File: config.mk
export PLATFORM = sky130hd
export DESIGN_NAME = tsg_symbol_gen
export DESIGN_NICKNAME = d
export VERILOG_FILES = /design/src/verilog/tsg_pkg.sv /design/src/verilog/tsg_symbol_gen.sv
export VERILOG_INCLUDE_DIRS = /design/src /design/src/verilog
export SDC_FILE = /design/constraint.sdc
export NUM_CORES = 1
export LEC_CHECK = 0
export ABC_AREA = 0
export BUFFER_PORTS_ARGS = -buffer_cell sky130_fd_sc_hd__buf_2
export CORE_MARGIN = 4
export CORE_UTILIZATION = 30
export CTS_BUF_LIST = sky130_fd_sc_hd__clkbuf_4 sky130_fd_sc_hd__clkbuf_8
export CTS_CLUSTER_SIZE = 24
export DETAILED_ROUTE_END_ITERATION = 7
export GPL_ROUTABILITY_DRIVEN = 1
export SLEW_MARGIN = 15
export SYNTH_ARGS = -nofsm -noshare
export SYNTH_HDL_FRONTEND = slang
export SYNTH_SLANG_ARGS = --single-unit
File: constraint.sdc
create_clock -name clock -period 4.7 [get_ports clock]
set_clock_uncertainty 0.05 [all_clocks]
set_input_delay 0.235 -clock clock [delete_from_list [all_inputs] [get_ports clock]]
set_output_delay 0.235 -clock clock [all_outputs]
set_load 0.01 [all_outputs]
File: src/verilog/tsg_defs.svh
// Functional notes
// - Long symbols carry up to 16-bit patterns and bursts up to 256 constant bits.
// - Short symbols carry at most 8-bit patterns and never a burst.
// - The last bit sent of a symbol is the register's least significant bit.
// - Length completes a definition; bits above the length position are ignored.
// - Pattern sent from bit[length] down to bit 0; length five gives six bits.
// - One length register covers long symbols, another covers short symbols.
// - Only first long, second long or first short symbol may precede data.
// - Only second long, first short or second short symbol may follow data.
// - Symbols around a frame are chosen by frame control fields only.
// - Long pair shares one timing config; short pair shares another.
// - Pair config sets bit clock, subcarrier, pulse type/length and envelope.
// - Frame data bytes are sent least significant bit first.
// - Data coding type zero selects the byte-wise default bit encoder.
//
// Constants of the transmit symbol generator: register offsets, fields, resets.
// Assumes a plain strobed register port on the 40 MHz system clock.
`ifndef TSG_DEFS_SVH
`define TSG_DEFS_SVH
`define TSG_ADDR_W        4
`define TSG_A_SYM0        4'h0
`define TSG_A_SYM1        4'h1
`define TSG_A_SYM2        4'h2
`define TSG_A_SYM3        4'h3
`define TSG_A_LONG_LEN    4'h4
`define TSG_A_SHORT_LEN   4'h5
`define TSG_A_FRAME_CON   4'h6
`define TSG_A_LONG_CFG    4'h7
`define TSG_A_SHORT_CFG   4'h8
`define TSG_A_BURST_LEN   4'h9
`define TSG_A_STATUS      4'ha
// Frame control fields
`define TSG_FC_PRE_LO     0
`define TSG_FC_POST_LO    2
`define TSG_FC_DCODE_LO   4
`define TSG_FC_DCODE_DEF  4'h0
// Pair config fields: [7:0] bit divider, [11:8] subcarrier, [13:12] pulse type,
// [17:14] pulse length, [19:18] envelope
`define TSG_CFG_DIV_W     8
`define TSG_CFG_W         20
// Long length reg: [3:0] sym0 len, [7:4] sym1 len; short: [2:0] sym2, [6:4] sym3
// Burst reg: [7:0] sym0 burst-1, [8] enable, [9] level; [23:16],[24],[25] for sym1
`define TSG_BURST_EN      8
`define TSG_BURST_LVL     9
`define TSG_RST_CFG       20'h00003
`endif

File: src/verilog/tsg_pkg.sv
// Types for the transmit symbol generator.
// Assumes tsg_defs.svh supplies all numeric constants.
package tsg_pkg;
  typedef enum logic [2:0] {
    TSG_IDLE  = 3'b000,
    TSG_PRE   = 3'b001,
    TSG_BURST = 3'b010,
    TSG_DATA  = 3'b011,
    TSG_POST  = 3'b100
  } tsg_state_t;
endpackage : tsg_pkg

File: src/verilog/tsg_symbol_gen.sv
// Transmit symbol generator: wraps a data frame with programmable symbols.
// Assumes frame bytes come from same-clock logic and tx_bit feeds the modulator.
//
// The plain strobed port and the register offsets were decided locally.
`timescale 1ns/1ps
`default_nettype none
`include "tsg_defs.svh"
module tsg_symbol_gen
  import tsg_pkg::*;
(
  input  wire logic                   clock,      // 40 MHz system clock
  input  wire logic                   reset_n,    // Async reset, active low
  input  wire logic [`TSG_ADDR_W-1:0] reg_addr,   // Register address
  input  wire logic [31:0]            reg_wdata,  // Write data
  input  wire logic                   reg_wr,     // Write strobe
  input  wire logic                   reg_rd,     // Read strobe
  output logic      [31:0]            reg_rdata,  // Read data, cycle after strobe
  input  wire logic                   frame_start,// Pulse: begin a frame
  input  wire logic                   data_valid, // Frame byte available
  input  wire logic [7:0]             data_byte,  // Frame byte
  input  wire logic                   data_last,  // Byte is the last of frame
  output logic                        data_ready, // Byte taken
  output logic                        tx_bit,     // Serial bit to modulator
  output logic                        tx_active,  // Frame in progress
  output logic                        tx_bit_stb, // Pulse at start of each bit
  output logic      [`TSG_CFG_W-1:0]  tx_cfg      // Active pair or data config
);

  // Register file
  logic [15:0] sym0_ff, sym1_ff;
  logic [7:0]  sym2_ff, sym3_ff;
  logic [7:0]  long_len_ff, short_len_ff;
  logic [7:0]  frame_con_ff;
  logic [`TSG_CFG_W-1:0] long_cfg_ff, short_cfg_ff;
  logic [25:0] burst_ff;
  logic [31:0] rdata_ff;

  always_ff @(posedge clock or negedge reset_n) begin
    if (!reset_n) begin
      sym0_ff      <= 16'h0000;
      sym1_ff      <= 16'h0000;
      sym2_ff      <= 8'h00;
      sym3_ff      <= 8'h00;
      long_len_ff  <= 8'h00;
      short_len_ff <= 8'h00;
      frame_con_ff <= 8'h00;
      long_cfg_ff  <= `TSG_RST_CFG;
      short_cfg_ff <= `TSG_RST_CFG;
      burst_ff     <= 26'h0000000;
    end else if (reg_wr) begin
      unique case (reg_addr)
        `TSG_A_SYM0:      sym0_ff      <= reg_wdata[15:0];
        `TSG_A_SYM1:      sym1_ff      <= reg_wdata[15:0];
        `TSG_A_SYM2:      sym2_ff      <= reg_wdata[7:0];
        `TSG_A_SYM3:      sym3_ff      <= reg_wdata[7:0];
        `TSG_A_LONG_LEN:  long_len_ff  <= reg_wdata[7:0];
        `TSG_A_SHORT_LEN: short_len_ff <= reg_wdata[7:0] & 8'h77;
        `TSG_A_FRAME_CON: frame_con_ff <= reg_wdata[7:0];
        `TSG_A_LONG_CFG:  long_cfg_ff  <= reg_wdata[`TSG_CFG_W-1:0];
        `TSG_A_SHORT_CFG: short_cfg_ff <= reg_wdata[`TSG_CFG_W-1:0];
        `TSG_A_BURST_LEN: burst_ff     <= reg_wdata[25:0];
        default: ;
      endcase
    end
  end

  // State of the serialiser
  tsg_state_t state_ff, nxt_state;
  logic [1:0]  sym_sel_ff;     // Symbol index in use
  logic [7:0]  bit_idx_ff;     // Bit counter within symbol, burst or byte
  logic [7:0]  div_ff;         // Bit clock divider
  logic [7:0]  byte_ff;        // Current data byte
  logic        last_ff;        // Current byte is last
  logic        tx_bit_ff;
  logic        busy_ff;
  logic        burst_post_ff;  // Running burst belongs to the trailing symbol

  // Read mux; unmapped addresses read zero
  wire [31:0] rd_mux =
    (reg_addr == `TSG_A_SYM0)      ? {16'h0000, sym0_ff} :
    (reg_addr == `TSG_A_SYM1)      ? {16'h0000, sym1_ff} :
    (reg_addr == `TSG_A_SYM2)      ? {24'h000000, sym2_ff} :
    (reg_addr == `TSG_A_SYM3)      ? {24'h000000, sym3_ff} :
    (reg_addr == `TSG_A_LONG_LEN)  ? {24'h000000, long_len_ff} :
    (reg_addr == `TSG_A_SHORT_LEN) ? {24'h000000, short_len_ff} :
    (reg_addr == `TSG_A_FRAME_CON) ? {24'h000000, frame_con_ff} :
    (reg_addr == `TSG_A_LONG_CFG)  ? {12'h000, long_cfg_ff} :
    (reg_addr == `TSG_A_SHORT_CFG) ? {12'h000, short_cfg_ff} :
    (reg_addr == `TSG_A_BURST_LEN) ? {6'h00, burst_ff} :
    (reg_addr == `TSG_A_STATUS)    ? {22'h000000, sym_sel_ff, 5'(state_ff), 3'(busy_ff)} :
    32'h00000000;

  always_ff @(posedge clock or negedge reset_n) begin
    if (!reset_n) rdata_ff <= 32'h00000000;
    else if (reg_rd) rdata_ff <= rd_mux;
  end
  assign reg_rdata = rdata_ff;

  // Symbol selection comes only from frame control fields
  wire [1:0] pre_field  = frame_con_ff[`TSG_FC_PRE_LO +: 2];
  wire [1:0] post_field = frame_con_ff[`TSG_FC_POST_LO +: 2];
  wire [3:0] dcode      = frame_con_ff[`TSG_FC_DCODE_LO +: 4];
  // 0 = none, 1..3 = sym0..sym2 before; sym1..sym3 after
  wire       pre_en     = (pre_field != 2'b00);
  wire [1:0] pre_sym    = pre_field - 2'b01;
  wire       post_en    = (post_field != 2'b00);
  wire [1:0] post_sym   = post_field;
  wire       data_en    = (dcode == `TSG_FC_DCODE_DEF);

  // Per-symbol length, pattern and pair config
  wire [3:0] len0 = long_len_ff[3:0];
  wire [3:0] len1 = long_len_ff[7:4];
  wire [3:0] len2 = {1'b0, short_len_ff[2:0]};
  wire [3:0] len3 = {1'b0, short_len_ff[6:4]};
  wire [3:0] cur_len = (sym_sel_ff == 2'd0) ? len0 : (sym_sel_ff == 2'd1) ? len1 :
                       (sym_sel_ff == 2'd2) ? len2 : len3;
  wire [15:0] cur_pat = (sym_sel_ff == 2'd0) ? sym0_ff : (sym_sel_ff == 2'd1) ? sym1_ff :
                        (sym_sel_ff == 2'd2) ? {8'h00, sym2_ff} : {8'h00, sym3_ff};
  wire [`TSG_CFG_W-1:0] pair_cfg = sym_sel_ff[1] ? short_cfg_ff : long_cfg_ff;
  wire        is_long   = ~sym_sel_ff[1];
  wire [7:0]  burst_n   = sym_sel_ff[0] ? burst_ff[23:16] : burst_ff[7:0];
  wire        burst_on  = is_long & (sym_sel_ff[0] ? burst_ff[24] : burst_ff[`TSG_BURST_EN]);
  wire        burst_lvl = sym_sel_ff[0] ? burst_ff[25] : burst_ff[`TSG_BURST_LVL];

  // Bit clock taken from the config in force for the current phase
  wire [`TSG_CFG_W-1:0] cur_cfg = (state_ff == TSG_DATA) ? long_cfg_ff : pair_cfg;
  wire [7:0] div_max  = cur_cfg[`TSG_CFG_DIV_W-1:0];
  wire       bit_end  = busy_ff & (div_ff == div_max);

  // Next bit value: pattern from bit[len] down, data LSB first
  wire [3:0] pidx = bit_idx_ff[3:0];
  wire       pat_bit  = cur_pat[pidx];
  wire       data_bit = byte_ff[bit_idx_ff[2:0]];

  // Phase sequencing; each phase's last bit rolls straight into the next
  logic [1:0] nxt_sel;
  logic [7:0] nxt_idx;
  logic       nxt_take;
  always_comb begin
    nxt_state = state_ff;
    nxt_sel   = sym_sel_ff;
    nxt_idx   = bit_idx_ff;
    nxt_take  = 1'b0;
    unique case (state_ff)
      TSG_IDLE: begin
        if (frame_start) begin
          if (pre_en) begin
            nxt_state = TSG_PRE;
            nxt_sel   = pre_sym;
          end else if (data_en) begin
            nxt_state = TSG_DATA;
            nxt_take  = 1'b1;
          end else if (post_en) begin
            nxt_state = TSG_POST;
            nxt_sel   = post_sym;
          end
        end
      end
      TSG_PRE, TSG_POST: begin
        if (bit_end) begin
          if (bit_idx_ff != 8'h00) nxt_idx = bit_idx_ff - 8'h01;
          else if (burst_on) begin
            nxt_state = TSG_BURST;
            nxt_idx   = burst_n;
          end else if (state_ff == TSG_PRE && data_en) begin
            nxt_state = TSG_DATA;
            nxt_take  = 1'b1;
          end else if (state_ff == TSG_PRE && post_en) begin
            nxt_state = TSG_POST;
            nxt_sel   = post_sym;
          end else nxt_state = TSG_IDLE;
        end
      end
      // After a leading burst go on as after its pattern; a trailing burst ends the frame
      TSG_BURST: begin
        if (bit_end) begin
          if (bit_idx_ff != 8'h00) nxt_idx = bit_idx_ff - 8'h01;
          else if (!burst_post_ff && data_en) begin
            nxt_state = TSG_DATA;
            nxt_take  = 1'b1;
          end else if (!burst_post_ff && post_en) begin
            nxt_state = TSG_POST;
            nxt_sel   = post_sym;
          end else nxt_state = TSG_IDLE;
        end
      end
      TSG_DATA: begin
        if (bit_end) begin
          if (bit_idx_ff != 8'h07) nxt_idx = bit_idx_ff + 8'h01;
          else if (!last_ff) nxt_take = 1'b1;
          else if (post_en) begin
            nxt_state = TSG_POST;
            nxt_sel   = post_sym;
          end else nxt_state = TSG_IDLE;
        end
      end
      default: nxt_state = TSG_IDLE;
    endcase
  end

  // A data byte must be waiting when one is needed; otherwise the frame stalls
  wire stall = nxt_take & ~data_valid;
  assign data_ready = nxt_take & data_valid;

  // Sequencer registers
  always_ff @(posedge clock or negedge reset_n) begin
    if (!reset_n) begin
      state_ff   <= TSG_IDLE;
      sym_sel_ff <= 2'd0;
      bit_idx_ff <= 8'h00;
      div_ff     <= 8'h00;
      byte_ff    <= 8'h00;
      last_ff    <= 1'b0;
      busy_ff    <= 1'b0;
      burst_post_ff <= 1'b0;
    end else if (!stall) begin
      state_ff   <= nxt_state;
      sym_sel_ff <= nxt_sel;
      busy_ff    <= (nxt_state != TSG_IDLE);
      burst_post_ff <= (state_ff == TSG_BURST) ? burst_post_ff : (state_ff == TSG_POST);
      div_ff     <= (bit_end || state_ff == TSG_IDLE) ? 8'h00 : div_ff + 8'h01;
      if (nxt_take) begin
        byte_ff    <= data_byte;
        last_ff    <= data_last;
        bit_idx_ff <= 8'h00;
      end else if (nxt_state != state_ff && nxt_state != TSG_BURST) begin
        bit_idx_ff <= {4'h0, (nxt_sel == 2'd0) ? len0 : (nxt_sel == 2'd1) ? len1 :
                             (nxt_sel == 2'd2) ? len2 : len3};
        last_ff    <= (state_ff == TSG_PRE) ? 1'b0 : last_ff;
      end else begin
        bit_idx_ff <= nxt_idx;
      end
    end
  end

  // Serial output, registered; holds level for a whole bit period
  always_ff @(posedge clock or negedge reset_n) begin
    if (!reset_n) tx_bit_ff <= 1'b0;
    else if (busy_ff && div_ff == 8'h00) begin
      unique case (state_ff)
        TSG_DATA:  tx_bit_ff <= data_bit;
        TSG_BURST: tx_bit_ff <= burst_lvl;
        TSG_IDLE:  tx_bit_ff <= 1'b0;
        default:   tx_bit_ff <= pat_bit;
      endcase
    end
  end
  assign tx_bit     = tx_bit_ff;
  assign tx_active  = busy_ff;
  assign tx_bit_stb = busy_ff & (div_ff == 8'h00);
  assign tx_cfg     = cur_cfg;
endmodule : tsg_symbol_gen
`default_nettype wire

==> flow_metrics.tcl <==
set metrics [dict create \
    leakage_nw 5.32 \
    netlist_top_cells_area "dfrtp_1, mux2_2, mux4_2" \
    cp_max_fo 10 \
    finalWorstSetupSlack_ns 0.818 \
    core.rowCount 69 \
    worst-r2r-cell-count 11 \
    p_int_mw 3.56 \
    dp_worst_setup_slack_ns 0.896 \
    grt_max_degree 123 \
    design_area_um2 12600 \
    overflow 0 \
    worstReg2RegEnd "bit_idx_ff[3]" \
    run_status "completed" \
    hold_class "in -> reg" \
    dp_hpwl_um 23800 \
    path_class "reg -> reg" \
    antenna_found_initial 2 \
    finalHoldViolCount 0 \
    final_nets 1158 \
    max_stage_delay_ns 0.60 \
    dieArea_um2 39500 \
    worst_pin_slew_ns 1.04 \
    comb_power_share 0.397 \
    ys.flop_type "dfrtp_1" \
    drtIter0Drc 919 \
    max_freq_mhz 258 \
    fill_cells 3670 \
    synth.top_cell.area_share 0.438 \
    drcViolationCount 0 \
    hold_slack_ns 0.0293 \
    layout_worst_path_cycle_share 0.826 \
    cts-root-buf "clkbuf_8" \
    avgSynthCellArea_um2 10.9 \
    tns_ns 0 \
    placed_cell_area_um2 11900 \
    num_antenna_cells 0 \
    grt_pass1_vias 8644 \
    p_clk_frac 0.188 \
    switchingPower_mw 2.39 \
    tritoncts "yes" \
    htree_levels 4 \
    yosysTopAreaCell "dfrtp_1" \
    cp_slowest_cell "dfrtp_1" \
    relSlewSlack 0.308 \
    core_um2 35700 \
    required_ns 5.01 \
    drive_gt1_frac 0.324 \
    io_pins 107 \
    area_growth_pct 15.3 \
    firstDrtPassIters 6 \
    cap_violations 0 \
    arrival_ns 4.19 \
    grt_pass1_wl_um 51500 \
    place_inst 1517 \
    die_y_um 199 \
    place_congestion 0.869 \
    numCtsBuffers 17 \
    cts_sinks 195 \
    final_common_cell "dfrtp_1" \
    ir_worst_vdd_mv 0.191 \
    rsz0062_at_grt "false" \
    grt_usage 0.168 \
    start_kind "register" \
    clk_latency_ns 0.48 \
    synth_edf_count 0 \
    drt_wl_total_um 33500 \
    ys_async_sr_fraction 1.00 \
    portBuffers 94 \
    stdcell_count 1575 \
    switching_share 0.402 \
    via_per_inst 5.54 \
    die-width_um 199 \
    slew_viol_final 0 \
    antenna_left 0 \
    post-route-min-period_ns 3.88 \
    synth-seq-cells 195 \
    r2r_slack_ns 0.82 \
    yosysWarningCount 0 \
    final_cell_mix "dfrtp_1, mux2_2, buf_2" \
    initial_core_util 0.305 \
    ys_seq_area_frac 0.448 \
    ys_types 78 \
    seqPwrFrac 0.415 \
    whs_path_depth 2 \
    cts.clk_slew.worst_paths_ns 0.12 \
    synth_area_um2 10900 \
    end_kind "register" \
    setup_viol 0 \
    syn_inst 997 \
    crit_chain "clkinv_1 > ha_1 > nand3_1 > buf_4 > nor3_1 > a2111oi_0 > a211oi_1 > a211oi_4 > mux2_1 > nand4b_1 > o221ai_1" \
    min_to "long_cfg_ff[9]" \
    holdCritStartpoint "reg_wdata[9]" \
    avgRoutedWirePerCell_um 21.3 \
    p_per_area_nw_per_um2 473 \
    dr_total_vias 8721 \
    clockBufferDepth 2 \
    post_cts_buffers 0 \
    reg2reg_from "bit_idx_ff[1]" \
]
cell families (layout without fill, tap and decap cells):
family,after synthesis,count (layout),share of synthesized area
AO/OA/AOI/OAI,227,227,0.151
XOR/XNOR,13,13,0.0104
adder cells (fa/ha/maj),5,5,0.00573
buffers and inverters,103,215,0.0407
flip-flops,195,195,0.448
multiplexers,212,212,0.234
other,1,6,0.000344
AND/OR/NAND/NOR,241,241,0.111
per-layer routing:
metal	track usage	share of wire	vias to the layer above
li1	-	-	3927
met1	0.236	0.45	4434
met2	0.269	0.48	312
met3	0.0283	0.054	44
met4	0.0474	0.019	4
met5	0	0.0010	-
synth_stat cells, types with 13 or more instances:
| cell | number |
|---|---|
| a21oi_1 | 43 |
| a22oi_1 | 20 |
| clkbuf_1 | 47 |
| dfrtp_1 | 191 |
| inv_1 | 30 |
| mux2_2 | 163 |
| mux2i_1 | 30 |
| mux4_2 | 18 |
| nand2_1 | 67 |
| nand2b_1 | 13 |
| nand3_1 | 24 |
| nor2_1 | 60 |
| nor3_1 | 19 |
| o21ai_0 | 45 |
| o22ai_1 | 15 |
power by group through the flow:
stage	Combinational (mW)	Sequential, mW	Clock, mW
2_1_floorplan	1.71	2.32	0
3_3_place_gp	2.31	2.48	0
3_5_place_dp	2.34	2.50	0
4_1_cts	2.36	2.46	1.16
5_1_grt	2.56	2.52	1.22
6_report	2.36	2.47	1.12
registers in the layout, indices dropped and copies added (netlist names), 2 cells and up:
name	cells
burst_ff	26
reg_rdata	26
long_cfg_ff	20
short_cfg_ff	20
sym0_ff	16
sym1_ff	16
bit_idx_ff	8
byte_ff	8
div_ff	8
frame_con_ff	8
long_len_ff	8
sym2_ff	8
sym3_ff	8
short_len_ff	6
state_ff	3
sym_sel_ff	2
worst max-delay path: cells and delay by family, from the launching register on:
kind	cells	cell delay, ns
mux	1	0.41
simple gates	3	0.45
buf+inv	2	0.72
compound gates	4	1.17
fa+ha+maj	1	0.36
flops	1	0.60
what timing repair did:
item                                   CTS  global route
gates resized for setup                  0             0
endpoints found under the hold margin  174             0
setup endpoints to repair                0             0
hold buffers                            27             0
how the worst max path moves through the flow:
stage                        startpoint       endpoint  slack (ns)  cells after the start
after floorplan             state_ff[1]  bit_idx_ff[3]        1.40                     12
after global placement    bit_idx_ff[1]  bit_idx_ff[3]        0.83                     11
after detailed placement    state_ff[2]  bit_idx_ff[3]        0.90                     10
after CTS                 bit_idx_ff[1]  bit_idx_ff[3]        0.86                     11
after global routing      bit_idx_ff[1]  bit_idx_ff[3]        0.49                     11
final                     bit_idx_ff[1]  bit_idx_ff[3]        0.82                     11
final cells by class:
cell class / count / area, µm² / area share
well taps: 461 / 577 / 0.0459
repair buffers: 152 / 982 / 0.0781
clock inverters: 14 / 165 / 0.0131
flip-flops and latches: 195 / 4880 / 0.388
inverters: 32 / 120 / 0.00955
multi-input cells: 704 / 5620 / 0.446
clock buffers: 17 / 234 / 0.0186
stage by stage:
| stage | power, mW | util |
|---|---|---|
| 2_1_floorplan | 4.03 | - |
| 3_3_place_gp | 4.79 | 0.333 |
| 3_5_place_dp | 4.83 | 0.333 |
| 4_1_cts | 5.99 | 0.352 |
| 5_1_grt | 6.30 | 0.352 |
| 6_report | 5.95 | 0.352 |
(Power assumes the default switching activity.)
